[src/hdl/cpps_params.svh]
`ifndef CPPS_PARAMS_SVH
`define CPPS_PARAMS_SVH

// Clock rate
`define CPPS_CLK_MHZ        200

// Times in their own units
`define CPPS_DETECT_MS      700
`define CPPS_INRUSH_MS      10
`define CPPS_STEP_MS        1
`define CPPS_BBM_US         10
`define CPPS_PWM_KHZ        300
`define CPPS_DEAD_NS        30
`define CPPS_REFRESH_NS     80

// Counts
`define CPPS_SS_STEPS       8
`define CPPS_BOOT_CYCLES    3
`define CPPS_SYNC_STAGES    2

// Register map
`define CPPS_ADDR_W         8
`define CPPS_CTRL_OFS       8'h00
`define CPPS_STATUS_OFS     8'h04
`define CPPS_CTRL_RST       8'hff

// Status field positions
`define CPPS_ST_CHARGE      0
`define CPPS_ST_ADAPTER     1
`define CPPS_ST_BATTERY     2
`define CPPS_ST_SYNC        3
`define CPPS_ST_DETECTED    4
`define CPPS_ST_STEP_LO     8

`endif

[src/hdl/cpps_pkg.sv]
package cpps_pkg;

  // Comparator and host levels, all asynchronous to core_clk
  typedef struct packed {
    logic charge_inhibit_n;
    logic supply_above_lockout;
    logic adapter_detect;
    logic adapter_above_cell;
    logic input_overvoltage_flag;
    logic regulators_ready;
    logic thermal_shutdown_flag;
    logic thermistor_in_window;
    logic ratio_reference_ok;
    logic learn_request;
    logic cell_stack_low;
    logic bootstrap_low;
    logic undercurrent_fall;
    logic undercurrent_rise;
    logic error_above_ramp;
  } cpps_sense_s;

  // Gate commands: 1 holds the gate 6 V below its rail, 0 pulls it to rail
  typedef struct packed {
    logic adapter_switch_gate;
    logic battery_switch_gate;
    logic high_side_gate;
    logic low_side_gate;
  } cpps_gate_s;

  typedef enum logic [1:0] {
    CPPS_SEL_BATTERY,
    CPPS_SEL_BREAK_TO_ADAPTER,
    CPPS_SEL_ADAPTER,
    CPPS_SEL_BREAK_TO_BATTERY
  } cpps_sel_e;

  typedef enum logic [2:0] {
    CPPS_SW_IDLE,
    CPPS_SW_DEAD_HIGH,
    CPPS_SW_HIGH,
    CPPS_SW_DEAD_LOW,
    CPPS_SW_LOW
  } cpps_sw_e;

endpackage : cpps_pkg

[src/hdl/cpps_top.sv]
`timescale 1ns/10ps
`default_nettype none
`include "cpps_params.svh"

// Overview of operation
// - Charge needs inhibit low, supply over lockout, adapter, rail over cell.
// - Also needs no overvoltage, 700 ms plus 10 ms, regulators ready.
// - Blocked by thermal shutdown, thermistor fault, low ratio ref, learn.
// - At power-up or without adapter, battery switch on, adapter switch off.
// - 700 ms after detection, with input above cell, move load to adapter.
// - Both switches off for 10 us before the adapter switch closes.
// - On removal wait for input near cell, adapter off, 10 us, battery on.
// - Gate off pulls to rail, gate on holds 6 V below rail.
// - Learn low: selector follows adapter presence.
// - Learn high: adapter off, battery on, charging stopped.
// - Cell low during learn: battery switch off, adapter switch on.
// - Soft-start raises current target in 8 steps of about 1 ms.
// - Buck switches at fixed 300 kHz, duty from error versus ramp.
// - Zero duty allowed; full duty held up to 99.98 percent effective.
// - Bootstrap low over 3 cycles: high side off, low-side refresh pulse.
// - Non-synchronous below sync threshold, synchronous otherwise.
// - Synchronous: low side on when high side off, 30 ns dead time.
// - Non-synchronous: low side on about 80 ns after dead time, then off.
// - Undercurrent checked each cycle, 13 mV fall, 8 mV rise hysteresis.
// - Adapter detected when detect input passes 2.4 V; delays start there.
// - Overvoltage: no charging, adapter off, battery on, no latching.
// - Cell recovers with learn still high: back to battery.
module cpps_top
  import cpps_pkg::*;
#(
  parameter int CUR_W      = 8,
  parameter int DETECT_CYC = `CPPS_DETECT_MS * `CPPS_CLK_MHZ * 1000,
  parameter int INRUSH_CYC = `CPPS_INRUSH_MS * `CPPS_CLK_MHZ * 1000,
  parameter int STEP_CYC   = `CPPS_STEP_MS * `CPPS_CLK_MHZ * 1000
) (
  input  wire logic                    core_clk,
  input  wire logic                    rst_n,
  input  wire cpps_sense_s             sense_pins,
  input  wire logic [`CPPS_ADDR_W-1:0] reg_addr,
  input  wire logic [31:0]             reg_wdata,
  input  wire logic                    reg_wr,
  input  wire logic                    reg_rd,
  output logic      [31:0]             reg_rdata,
  output cpps_gate_s                   gates,
  output logic                         charge_enable,
  output logic      [CUR_W-1:0]        charge_current_target,
  output logic                         sync_mode
);

  localparam int BBM_CYC     = `CPPS_BBM_US * `CPPS_CLK_MHZ;
  localparam int PERIOD_CYC  = `CPPS_CLK_MHZ * 1000 / `CPPS_PWM_KHZ;
  localparam int DEAD_CYC    = (`CPPS_DEAD_NS * `CPPS_CLK_MHZ + 999) / 1000;
  localparam int REFRESH_CYC = (`CPPS_REFRESH_NS * `CPPS_CLK_MHZ + 999)
                               / 1000;
  localparam int QUAL_CYC    = DETECT_CYC + INRUSH_CYC;
  localparam int SENSE_W     = $bits(cpps_sense_s);
  localparam int QUAL_W      = $clog2(QUAL_CYC + 1);
  localparam int STEP_W      = $clog2(STEP_CYC + 1);
  localparam int BBM_W       = $clog2(BBM_CYC + 1);
  localparam int PER_W       = $clog2(PERIOD_CYC + 1);
  localparam int SS_W        = $clog2(`CPPS_SS_STEPS + 1);
  localparam int BOOT_W      = $clog2(`CPPS_BOOT_CYCLES + 2);

  // Two-flop synchronisers; the first stage feeds nothing but the second
  logic [SENSE_W-1:0] sync_meta;
  logic [SENSE_W-1:0] sync_hold;
  cpps_sense_s        sense;

  genvar gi;
  generate
    for (gi = 0; gi < SENSE_W; gi++) begin : g_sync
      always_ff @(posedge core_clk) begin
        if (!rst_n) begin
          sync_meta[gi] <= 1'b0;
          sync_hold[gi] <= 1'b0;
        end else begin
          sync_meta[gi] <= sense_pins[gi];
          sync_hold[gi] <= sync_meta[gi];
        end
      end
    end
  endgenerate

  assign sense = cpps_sense_s'(sync_hold);

  // Register file
  logic [CUR_W-1:0] prog_current;

  always_ff @(posedge core_clk) begin
    if (!rst_n) begin
      prog_current <= CUR_W'(`CPPS_CTRL_RST);
    end else if (reg_wr && reg_addr == `CPPS_CTRL_OFS) begin
      prog_current <= reg_wdata[CUR_W-1:0];
    end
  end

  // Detection timer: counts from the detect edge, saturates at 710 ms
  logic [QUAL_W-1:0] qual_cnt;
  logic              detect_done;
  logic              qual_done;

  always_ff @(posedge core_clk) begin
    if (!rst_n) begin
      qual_cnt <= '0;
    end else if (!sense.adapter_detect) begin
      qual_cnt <= '0;
    end else if (qual_cnt != QUAL_W'(QUAL_CYC)) begin
      qual_cnt <= qual_cnt + 1'b1;
    end
  end

  assign detect_done = qual_cnt >= QUAL_W'(DETECT_CYC);
  assign qual_done   = qual_cnt == QUAL_W'(QUAL_CYC);

  // Power-path selector
  cpps_sel_e        sel_state;
  logic [BBM_W-1:0] bbm_cnt;
  logic             learn_hold;
  logic             want_adapter;
  logic             drop_adapter;
  logic             adapter_on;
  logic             battery_on;

  // Learn keeps the battery on unless the cell has run low
  assign learn_hold = sense.learn_request &&
                      !sense.cell_stack_low;

  assign want_adapter = detect_done && sense.adapter_above_cell &&
                        sense.supply_above_lockout &&
                        !sense.input_overvoltage_flag &&
                        !learn_hold;

  // Removal waits for the rail to sag; overvoltage and learn act at once
  assign drop_adapter = sense.input_overvoltage_flag || learn_hold ||
                        (!sense.adapter_detect &&
                         !sense.adapter_above_cell);

  always_ff @(posedge core_clk) begin
    if (!rst_n) begin
      sel_state <= CPPS_SEL_BATTERY;
      bbm_cnt   <= '0;
    end else begin
      case (sel_state)
        CPPS_SEL_BATTERY: begin
          bbm_cnt <= '0;
          if (want_adapter) begin
            sel_state <= CPPS_SEL_BREAK_TO_ADAPTER;
          end
        end
        CPPS_SEL_BREAK_TO_ADAPTER: begin
          if (!want_adapter) begin
            sel_state <= CPPS_SEL_BREAK_TO_BATTERY;
            bbm_cnt   <= '0;
          end else if (bbm_cnt == BBM_W'(BBM_CYC - 1)) begin
            sel_state <= CPPS_SEL_ADAPTER;
          end else begin
            bbm_cnt <= bbm_cnt + 1'b1;
          end
        end
        CPPS_SEL_ADAPTER: begin
          bbm_cnt <= '0;
          if (drop_adapter) begin
            sel_state <= CPPS_SEL_BREAK_TO_BATTERY;
          end
        end
        CPPS_SEL_BREAK_TO_BATTERY: begin
          if (bbm_cnt == BBM_W'(BBM_CYC - 1)) begin
            sel_state <= CPPS_SEL_BATTERY;
            bbm_cnt   <= '0;
          end else begin
            bbm_cnt <= bbm_cnt + 1'b1;
          end
        end
        default: begin
          sel_state <= CPPS_SEL_BATTERY;
          bbm_cnt   <= '0;
        end
      endcase
    end
  end

  always_ff @(posedge core_clk) begin
    if (!rst_n) begin
      adapter_on <= 1'b0;
      battery_on <= 1'b1;
    end else begin
      adapter_on <= sel_state == CPPS_SEL_ADAPTER;
      battery_on <= sel_state == CPPS_SEL_BATTERY;
    end
  end

  // Charge qualification
  logic charge_ok;

  assign charge_ok = !sense.charge_inhibit_n &&
                     sense.supply_above_lockout &&
                     sense.adapter_detect &&
                     sense.adapter_above_cell &&
                     !sense.input_overvoltage_flag &&
                     qual_done && sense.regulators_ready &&
                     !sense.thermal_shutdown_flag &&
                     sense.thermistor_in_window &&
                     sense.ratio_reference_ok &&
                     !sense.learn_request;

  always_ff @(posedge core_clk) begin
    if (!rst_n) begin
      charge_enable <= 1'b0;
    end else begin
      charge_enable <= charge_ok;
    end
  end

  // Soft-start stepper
  logic [SS_W-1:0]   ss_step;
  logic [STEP_W-1:0] step_cnt;

  always_ff @(posedge core_clk) begin
    if (!rst_n || !charge_ok) begin
      ss_step  <= '0;
      step_cnt <= '0;
    end else if (ss_step == '0) begin
      ss_step <= SS_W'(1);
    end else if (ss_step != SS_W'(`CPPS_SS_STEPS)) begin
      if (step_cnt == STEP_W'(STEP_CYC - 1)) begin
        step_cnt <= '0;
        ss_step  <= ss_step + 1'b1;
      end else begin
        step_cnt <= step_cnt + 1'b1;
      end
    end
  end

  // Product is kept wide, then scaled by eighths
  logic [CUR_W+SS_W-1:0] ss_product;

  assign ss_product = prog_current * ss_step;

  always_ff @(posedge core_clk) begin
    if (!rst_n) begin
      charge_current_target <= '0;
    end else begin
      charge_current_target <= CUR_W'(ss_product /
                               (CUR_W+SS_W)'(`CPPS_SS_STEPS));
    end
  end

  // Switching period and cycle-rate decisions
  logic [PER_W-1:0]  per_cnt;
  logic              cycle_start;
  logic [BOOT_W-1:0] boot_cnt;
  logic              refresh_due;
  logic              high_req;

  assign cycle_start = per_cnt == '0;

  always_ff @(posedge core_clk) begin
    if (!rst_n) begin
      per_cnt <= '0;
    end else if (per_cnt == PER_W'(PERIOD_CYC - 1)) begin
      per_cnt <= '0;
    end else begin
      per_cnt <= per_cnt + 1'b1;
    end
  end

  always_ff @(posedge core_clk) begin
    if (!rst_n) begin
      sync_mode <= 1'b0;
    end else if (cycle_start) begin
      if (sense.undercurrent_fall) begin
        sync_mode <= 1'b0;
      end else if (sense.undercurrent_rise) begin
        sync_mode <= 1'b1;
      end
    end
  end

  // Consecutive cycles with a sagging bootstrap; refresh clears it
  always_ff @(posedge core_clk) begin
    if (!rst_n || refresh_due) begin
      boot_cnt <= '0;
    end else if (cycle_start) begin
      if (!sense.bootstrap_low) begin
        boot_cnt <= '0;
      end else if (boot_cnt <= BOOT_W'(`CPPS_BOOT_CYCLES)) begin
        boot_cnt <= boot_cnt + 1'b1;
      end
    end
  end

  assign refresh_due = boot_cnt > BOOT_W'(`CPPS_BOOT_CYCLES);

  // High side only starts at a cycle edge; once released it waits
  always_ff @(posedge core_clk) begin
    if (!rst_n) begin
      high_req <= 1'b0;
    end else if (!charge_ok || !sense.error_above_ramp || refresh_due) begin
      // Refresh re-arms at the next period so the frequency stays fixed
      high_req <= 1'b0;
    end else if (cycle_start) begin
      high_req <= 1'b1;
    end
  end

  // Gate sequencer
  cpps_sw_e         sw_state;
  logic [4:0]       sw_cnt;
  logic             high_on;
  logic             low_on;
  logic             pulse_only;

  always_ff @(posedge core_clk) begin
    if (!rst_n) begin
      sw_state   <= CPPS_SW_IDLE;
      sw_cnt     <= '0;
      pulse_only <= 1'b0;
    end else begin
      case (sw_state)
        CPPS_SW_IDLE: begin
          sw_cnt <= '0;
          if (high_req) begin
            sw_state <= CPPS_SW_DEAD_HIGH;
          end
        end
        CPPS_SW_DEAD_HIGH: begin
          if (sw_cnt == 5'(DEAD_CYC - 1)) begin
            sw_state <= CPPS_SW_HIGH;
            sw_cnt   <= '0;
          end else begin
            sw_cnt <= sw_cnt + 1'b1;
          end
        end
        CPPS_SW_HIGH: begin
          sw_cnt <= '0;
          if (!high_req || refresh_due) begin
            sw_state   <= CPPS_SW_DEAD_LOW;
            pulse_only <= !sync_mode || refresh_due;
          end
        end
        CPPS_SW_DEAD_LOW: begin
          if (sw_cnt == 5'(DEAD_CYC - 1)) begin
            sw_state <= CPPS_SW_LOW;
            sw_cnt   <= '0;
          end else begin
            sw_cnt <= sw_cnt + 1'b1;
          end
        end
        CPPS_SW_LOW: begin
          if (pulse_only) begin
            if (sw_cnt == 5'(REFRESH_CYC - 1)) begin
              sw_state <= CPPS_SW_IDLE;
              sw_cnt   <= '0;
            end else begin
              sw_cnt <= sw_cnt + 1'b1;
            end
          end else if (high_req) begin
            sw_state <= CPPS_SW_DEAD_HIGH;
            sw_cnt   <= '0;
          end else if (!charge_ok) begin
            sw_state <= CPPS_SW_IDLE;
          end
        end
        default: begin
          sw_state <= CPPS_SW_IDLE;
          sw_cnt   <= '0;
        end
      endcase
    end
  end

  always_ff @(posedge core_clk) begin
    if (!rst_n) begin
      high_on <= 1'b0;
      low_on  <= 1'b0;
    end else begin
      high_on <= sw_state == CPPS_SW_HIGH;
      low_on  <= sw_state == CPPS_SW_LOW;
    end
  end

  // Each gate level has its own flop so the struct has one driver
  assign gates = cpps_gate_s'({adapter_on, battery_on, high_on, low_on});

  // Read port: data stands only in the cycle after the strobe
  logic [31:0] status_word;

  always_comb begin
    status_word = '0;
    status_word[`CPPS_ST_CHARGE]   = charge_enable;
    status_word[`CPPS_ST_ADAPTER]  = gates.adapter_switch_gate;
    status_word[`CPPS_ST_BATTERY]  = gates.battery_switch_gate;
    status_word[`CPPS_ST_SYNC]     = sync_mode;
    status_word[`CPPS_ST_DETECTED] = detect_done;
    status_word[`CPPS_ST_STEP_LO +: SS_W] = ss_step;
  end

  always_ff @(posedge core_clk) begin
    if (!rst_n || !reg_rd) begin
      reg_rdata <= '0;
    end else if (reg_addr == `CPPS_CTRL_OFS) begin
      reg_rdata <= 32'(prog_current);
    end else if (reg_addr == `CPPS_STATUS_OFS) begin
      reg_rdata <= status_word;
    end else begin
      reg_rdata <= '0;
    end
  end

endmodule : cpps_top

`default_nettype wire

[config.mk]
export PLATFORM = sky130hd
export DESIGN_NAME = cpps_top
export DESIGN_NICKNAME = d
export VERILOG_FILES = /design/src/hdl/cpps_pkg.sv /design/src/hdl/cpps_top.sv
export VERILOG_INCLUDE_DIRS = /design/src /design/src/hdl
export SDC_FILE = /design/constraint.sdc
export NUM_CORES = 1
export LEC_CHECK = 0
export ABC_CLOCK_PERIOD_IN_PS = 7900
export BUFFER_PORTS_ARGS = -buffer_cell sky130_fd_sc_hd__buf_2
export CAP_MARGIN = 5
export CORE_MARGIN = 2
export CORE_UTILIZATION = 40
export CTS_CLUSTER_SIZE = 24
export DETAILED_ROUTE_END_ITERATION = 8
export SYNTH_ARGS = -nofsm -noshare
export SYNTH_HDL_FRONTEND = slang
export SYNTH_SLANG_ARGS = --single-unit
[constraint.sdc]
create_clock -name core_clk -period 7.9 [get_ports core_clk]
set_input_delay 0.79 -clock core_clk [delete_from_list [all_inputs] [get_ports core_clk]]
set_output_delay 0.79 -clock core_clk [all_outputs]
set_load 0.01 [all_outputs]
==> summary by stage <==
Routing
The detailed router placed 5,292 vias in this run. The count of nets left with antenna violations after detail routing is 0. The total iterations of the first detailed-routing run is 4. The overall routed net length is roughly 14,000 µm. After detailed routing, the number of vias per cell comes to 4.793.

After detailed routing, the average wire length per cell comes to about 13 µm. The detailed router finished its first iteration with 221 violations. After detailed routing, the number of remaining DRC violations is 0.

Finish
The number of antenna cells inserted is 0. The proportion of layout cells with a drive suffix above 1 is approximately an eighth. From synthesis to final layout, the design area changed by 13.38%. The net count of the finished layout is around 970.

Clocking
Buffers inserted during clock tree synthesis total 17. TritonCTS built the clock tree. The count of buffers added by post-CTS timing repair for setup is 0. Clock-pin slew was measured on the worst setup and hold paths at 0.06 ns. The maximum buffer depth of the clock tree is 2.

The root buffer cell chosen for the clock tree is clkbuf_16. The H-tree generated during clock tree synthesis spans 4 levels. The later pin in the worst-skew pair is clocked with a latency of roughly 0.43 ns. The number of buffers added to fix hold violations after cts is 0. The number of clock sinks is 150.

The post-cts repair resize count is 0.

Pwr
Dividing total power by cell area gives a power density of ~200 nW/µm². In this run switching power makes up 22.99% of total power. Combinational cells account for around 2.8% of the total power. The worst-case vdd ir drop is 0.1706 mV.

Per report_power, the clock group accounts for between 40% and 50% of the total. Registers are responsible for between 40 and 50% of the overall power. The analysis attributes to cell leakage a power of 3.347 nW. The total power draw is about 1.6 mW. In this run the power spent charging and discharging nets is 0.3713 mW. The internal power of the cells totals approximately 1.2 mW.

Worst setup path
Setup slack on the worst reg-to-reg path comes out at 4.33 ns. The largest stage delay on the critical path is 0.53 ns. The endpoint identified for the worst register-to-register timing path is charge_current_target[6]$_SDFF_PN0_. Traced cell by cell, the critical path runs through and2_1, fa_1, inv_1, fa_1, inv_1, ha_1, and4_1, a221o_1, a211oi_1, o21ai_0, o31a_1, o311ai_0. For the worst flop-to-flop path, the logic depth is 12. The critical path startpoint is ss_step[3]$_SDFFE_PP0P_. The arrival time reported for the critical path endpoint is 3.90 ns.

The kind of critical path is flip-flop to flip-flop. The type of element capturing the critical path is a flip-flop. The largest individual stage delay along the critical path comes from the cell fa_1.

In this run the critical register-to-register path is launched from ss_step[3]$_SDFFE_PP0P_. The data required time at the worst endpoint is between 8 and 9 ns. The worst setup path is launched from a flip-flop. In this run the worst path has a maximum fanout of 11.

Synth
Of the post-synthesis cell area, the dominant cell type holds between 40 and 50%. Synthesis handed over a netlist of 810 instances. Dividing the synthesized area by the synthesized cell count gives around 8.9 µm².

The number of warnings issued by yosys is 0. The synthesized flop and latch total is 150. dfxtp_1 takes more of the synthesized area than any other cell. After synthesis, the share of flip-flops with an asynchronous set or reset is 0%. In this run, synthesis inferred 0 flip-flops with an integrated enable. Among all flip-flop cells after synthesis, the most frequent one is dfxtp_1. By area the synthesized netlist is led by dfxtp_1, ha_1, nor2_1. Summing every instance area after synthesis gives roughly 7200 µm². The share of the Yosys chip area taken by registers is 41.54%. The number of distinct library cells after synthesis is 53.

Timing
The fmax is around 280 MHz. Setup violations remaining at the end of the flow were counted as 0. Setup repair after global routing left no endpoint under its margin. The clock period minus final worst setup slack is around 3.6 ns. The worst path uses a little under half of the clock period.

Headroom to the max-slew limit came out at between 30 and 40%. The number of slew-limit violations in the final report is 0. The worst-case clock skew is 0.006731 ns. The accumulated negative setup slack is 0 ns.

At the pin with the least slew margin, the transition time is roughly 0.96 ns. The final count of hold timing violations was 0.

Global route
Entering global routing, the biggest net connects 68 pins. The global-route usage over all layers is about 15%. The first global-routing pass estimated 23,780 µm of wire. The number of global-route vias before repair came to around 5,100. The initial antenna violation count is 0. The total overflow left after global routing is 0.

Floorplanning
The height of the die is between 100 and 150 µm. The core region is 17,840 µm². The starting density of the core is 40.52%.

The number of placed I/O pins is 105. The site row count is between 40 and 50. The floorplan die area is approximately 19,000 µm². The horizontal extent of the die is ~140 µm.

Min path
The worst hold path begins at sense[2]$_SDFF_PN0_. In this run the worst hold path is classified as flip-flop to flip-flop. Counting instances, the worst hold path has a depth of 1. The hold-critical path endpoint is sync_mode$_SDFFE_PN0P_.

Run
Max-cap violations in this run came to 0.

Placed design
The HPWL after detailed placement is approximately 9600 µm. The placer congestion estimate is roughly 0.75. The number of port buffers is 60.

Status
The flow ran to the end, and the final reports show no timing, DRC or antenna violations.
[worst max-delay path: cells and delay by family, from the launching register on]
family	cells	cell delay, ns
AO/OA/AOI/OAI	5	1.08
adder cells (fa/ha/maj)	3	1.38
AND/OR/NAND/NOR	2	0.47
buffers and inverters	2	0.10
flip-flops	1	0.43
[layout by cell type, fill, tap and decap left out, types with 12 or more instances in the layout]
cell type and count:
nand3_1 36, clkbuf_16 17, and2_1 56, conb_1 20, a21oi_1 19, dfxtp_1 150, xnor2_1 31, nor2_1 97
nand4_1 18, inv_1 48, xor2_1 36, ha_1 32, and3_1 20, buf_2 60, fa_1 12, nor3_1 13
o21ai_0 14, mux2i_1 19, nand2_1 64
[how the worst max path moves through the flow]
stage               slack, ns                                   to  cells after the start
finish                   4.33  charge_current_target[6]$_SDFF_PN0_                     12
global placement         4.35  charge_current_target[6]$_SDFF_PN0_                     11
global route             4.12  charge_current_target[6]$_SDFF_PN0_                     12
floorplan                4.54  charge_current_target[6]$_SDFF_PN0_                     13
CTS                      4.31  charge_current_target[6]$_SDFF_PN0_                     12
detailed placement       4.34  charge_current_target[6]$_SDFF_PN0_                     12
[state kept, by name, indices dropped and copies added (netlist names)]
signal and flops:
sw_state 3, bbm_cnt 11, charge_current_target 8, sync_mode 1, sw_cnt 5, sync_meta 15
ss_step 4, reg_rdata 12, qual_cnt 28, prog_current 8, adapter_on 1, per_cnt 10
step_cnt 18, boot_cnt 3, battery_on 1, low_on 1, sense 15, pulse_only 1
high_req 1, sel_state 2, high_on 1, charge_enable 1
[logic make-up (layout without fill, tap and decap cells)]
group | count (synthesis) | after routing | share of synthesized area, %
mux | 20 | 20 | 2.786
fa+ha+maj | 44 | 44 | 8.861
simple gates | 375 | 375 | 27.19
buf+inv | 95 | 141 | 6.421
xor+xnor | 67 | 67 | 8.117
other cells | 1 | 20 | 0.05187
compound gates | 58 | 58 | 5.036
flops | 150 | 150 | 41.54
[through the flow]
stage                     setup WS [ns]  hold WS, ns  area [µm²]  util, %  cells
after floorplan                   4.540       0.3907        7301        -    829
after global placement            4.347       0.4031        7611    42.66   1072
after detailed placement          4.338       0.4089        7611    42.66   1072
after CTS                         4.313       0.4183        8197    45.94   1104
after global routing              4.117       0.4275        8197    45.94   1104
final                             4.326       0.4123        8197    45.94   1104
[power groups by stage]
stage / clock network [mW] / logic [mW] / registers, mW
4_1_cts: 0.822 / 0.0458 / 0.773
6_report: 0.797 / 0.0450 / 0.773
5_1_grt: 0.857 / 0.0510 / 0.774
3_3_place_gp: 0 / 0.0455 / 0.790
2_1_floorplan: 0 / 0.0385 / 0.788
3_5_place_dp: 0 / 0.0453 / 0.790
[layout make-up]
cell class / instances / area, µm²
repair buffers: 61 / 307.8
clock inverters: 13 / 132.6
flip-flops and latches: 150 / 3003
clock buffers: 19 / 452.9
well taps: 229 / 286.5
fillers: 1734 / 9644
multi-input cells: 584 / 3834
inverters: 48 / 180.2
[synth_stat cells (4+ instances only)]
| master | count |
|---|---|
| clkbuf_1 | 19 |
| nand2b_1 | 4 |
| dfxtp_1 | 150 |
| nand3b_1 | 5 |
| nand2_1 | 64 |
| and2_1 | 56 |
| ha_1 | 32 |
| and3_1 | 20 |
| or3_1 | 6 |
| xor2_1 | 36 |
| buf_4 | 24 |
| nor2b_1 | 6 |
| nor3b_1 | 4 |
| inv_1 | 48 |
| nor2_1 | 97 |
| a21oi_1 | 19 |
| nand3_1 | 36 |
| nand4_1 | 18 |
| o21ai_0 | 14 |
| nor2_2 | 10 |
| nor3_1 | 13 |
| mux2i_1 | 19 |
| a211oi_1 | 7 |
| fa_1 | 12 |
| or4_1 | 5 |
| or2_2 | 5 |
| nor4_1 | 10 |
| and4_1 | 7 |
| xnor2_1 | 31 |
[layer usage]
layer | global-route usage [%] | up-vias | wire length, µm
met5 | 0 | - | 0
met1 | 19.34 | 2408 | 6668
li1 | - | 2762 | -
met4 | 6.015 | 0 | 281
met3 | 4.018 | 16 | 640
met2 | 24.18 | 106 | 6215
Power figures use the tool's default switching activity.
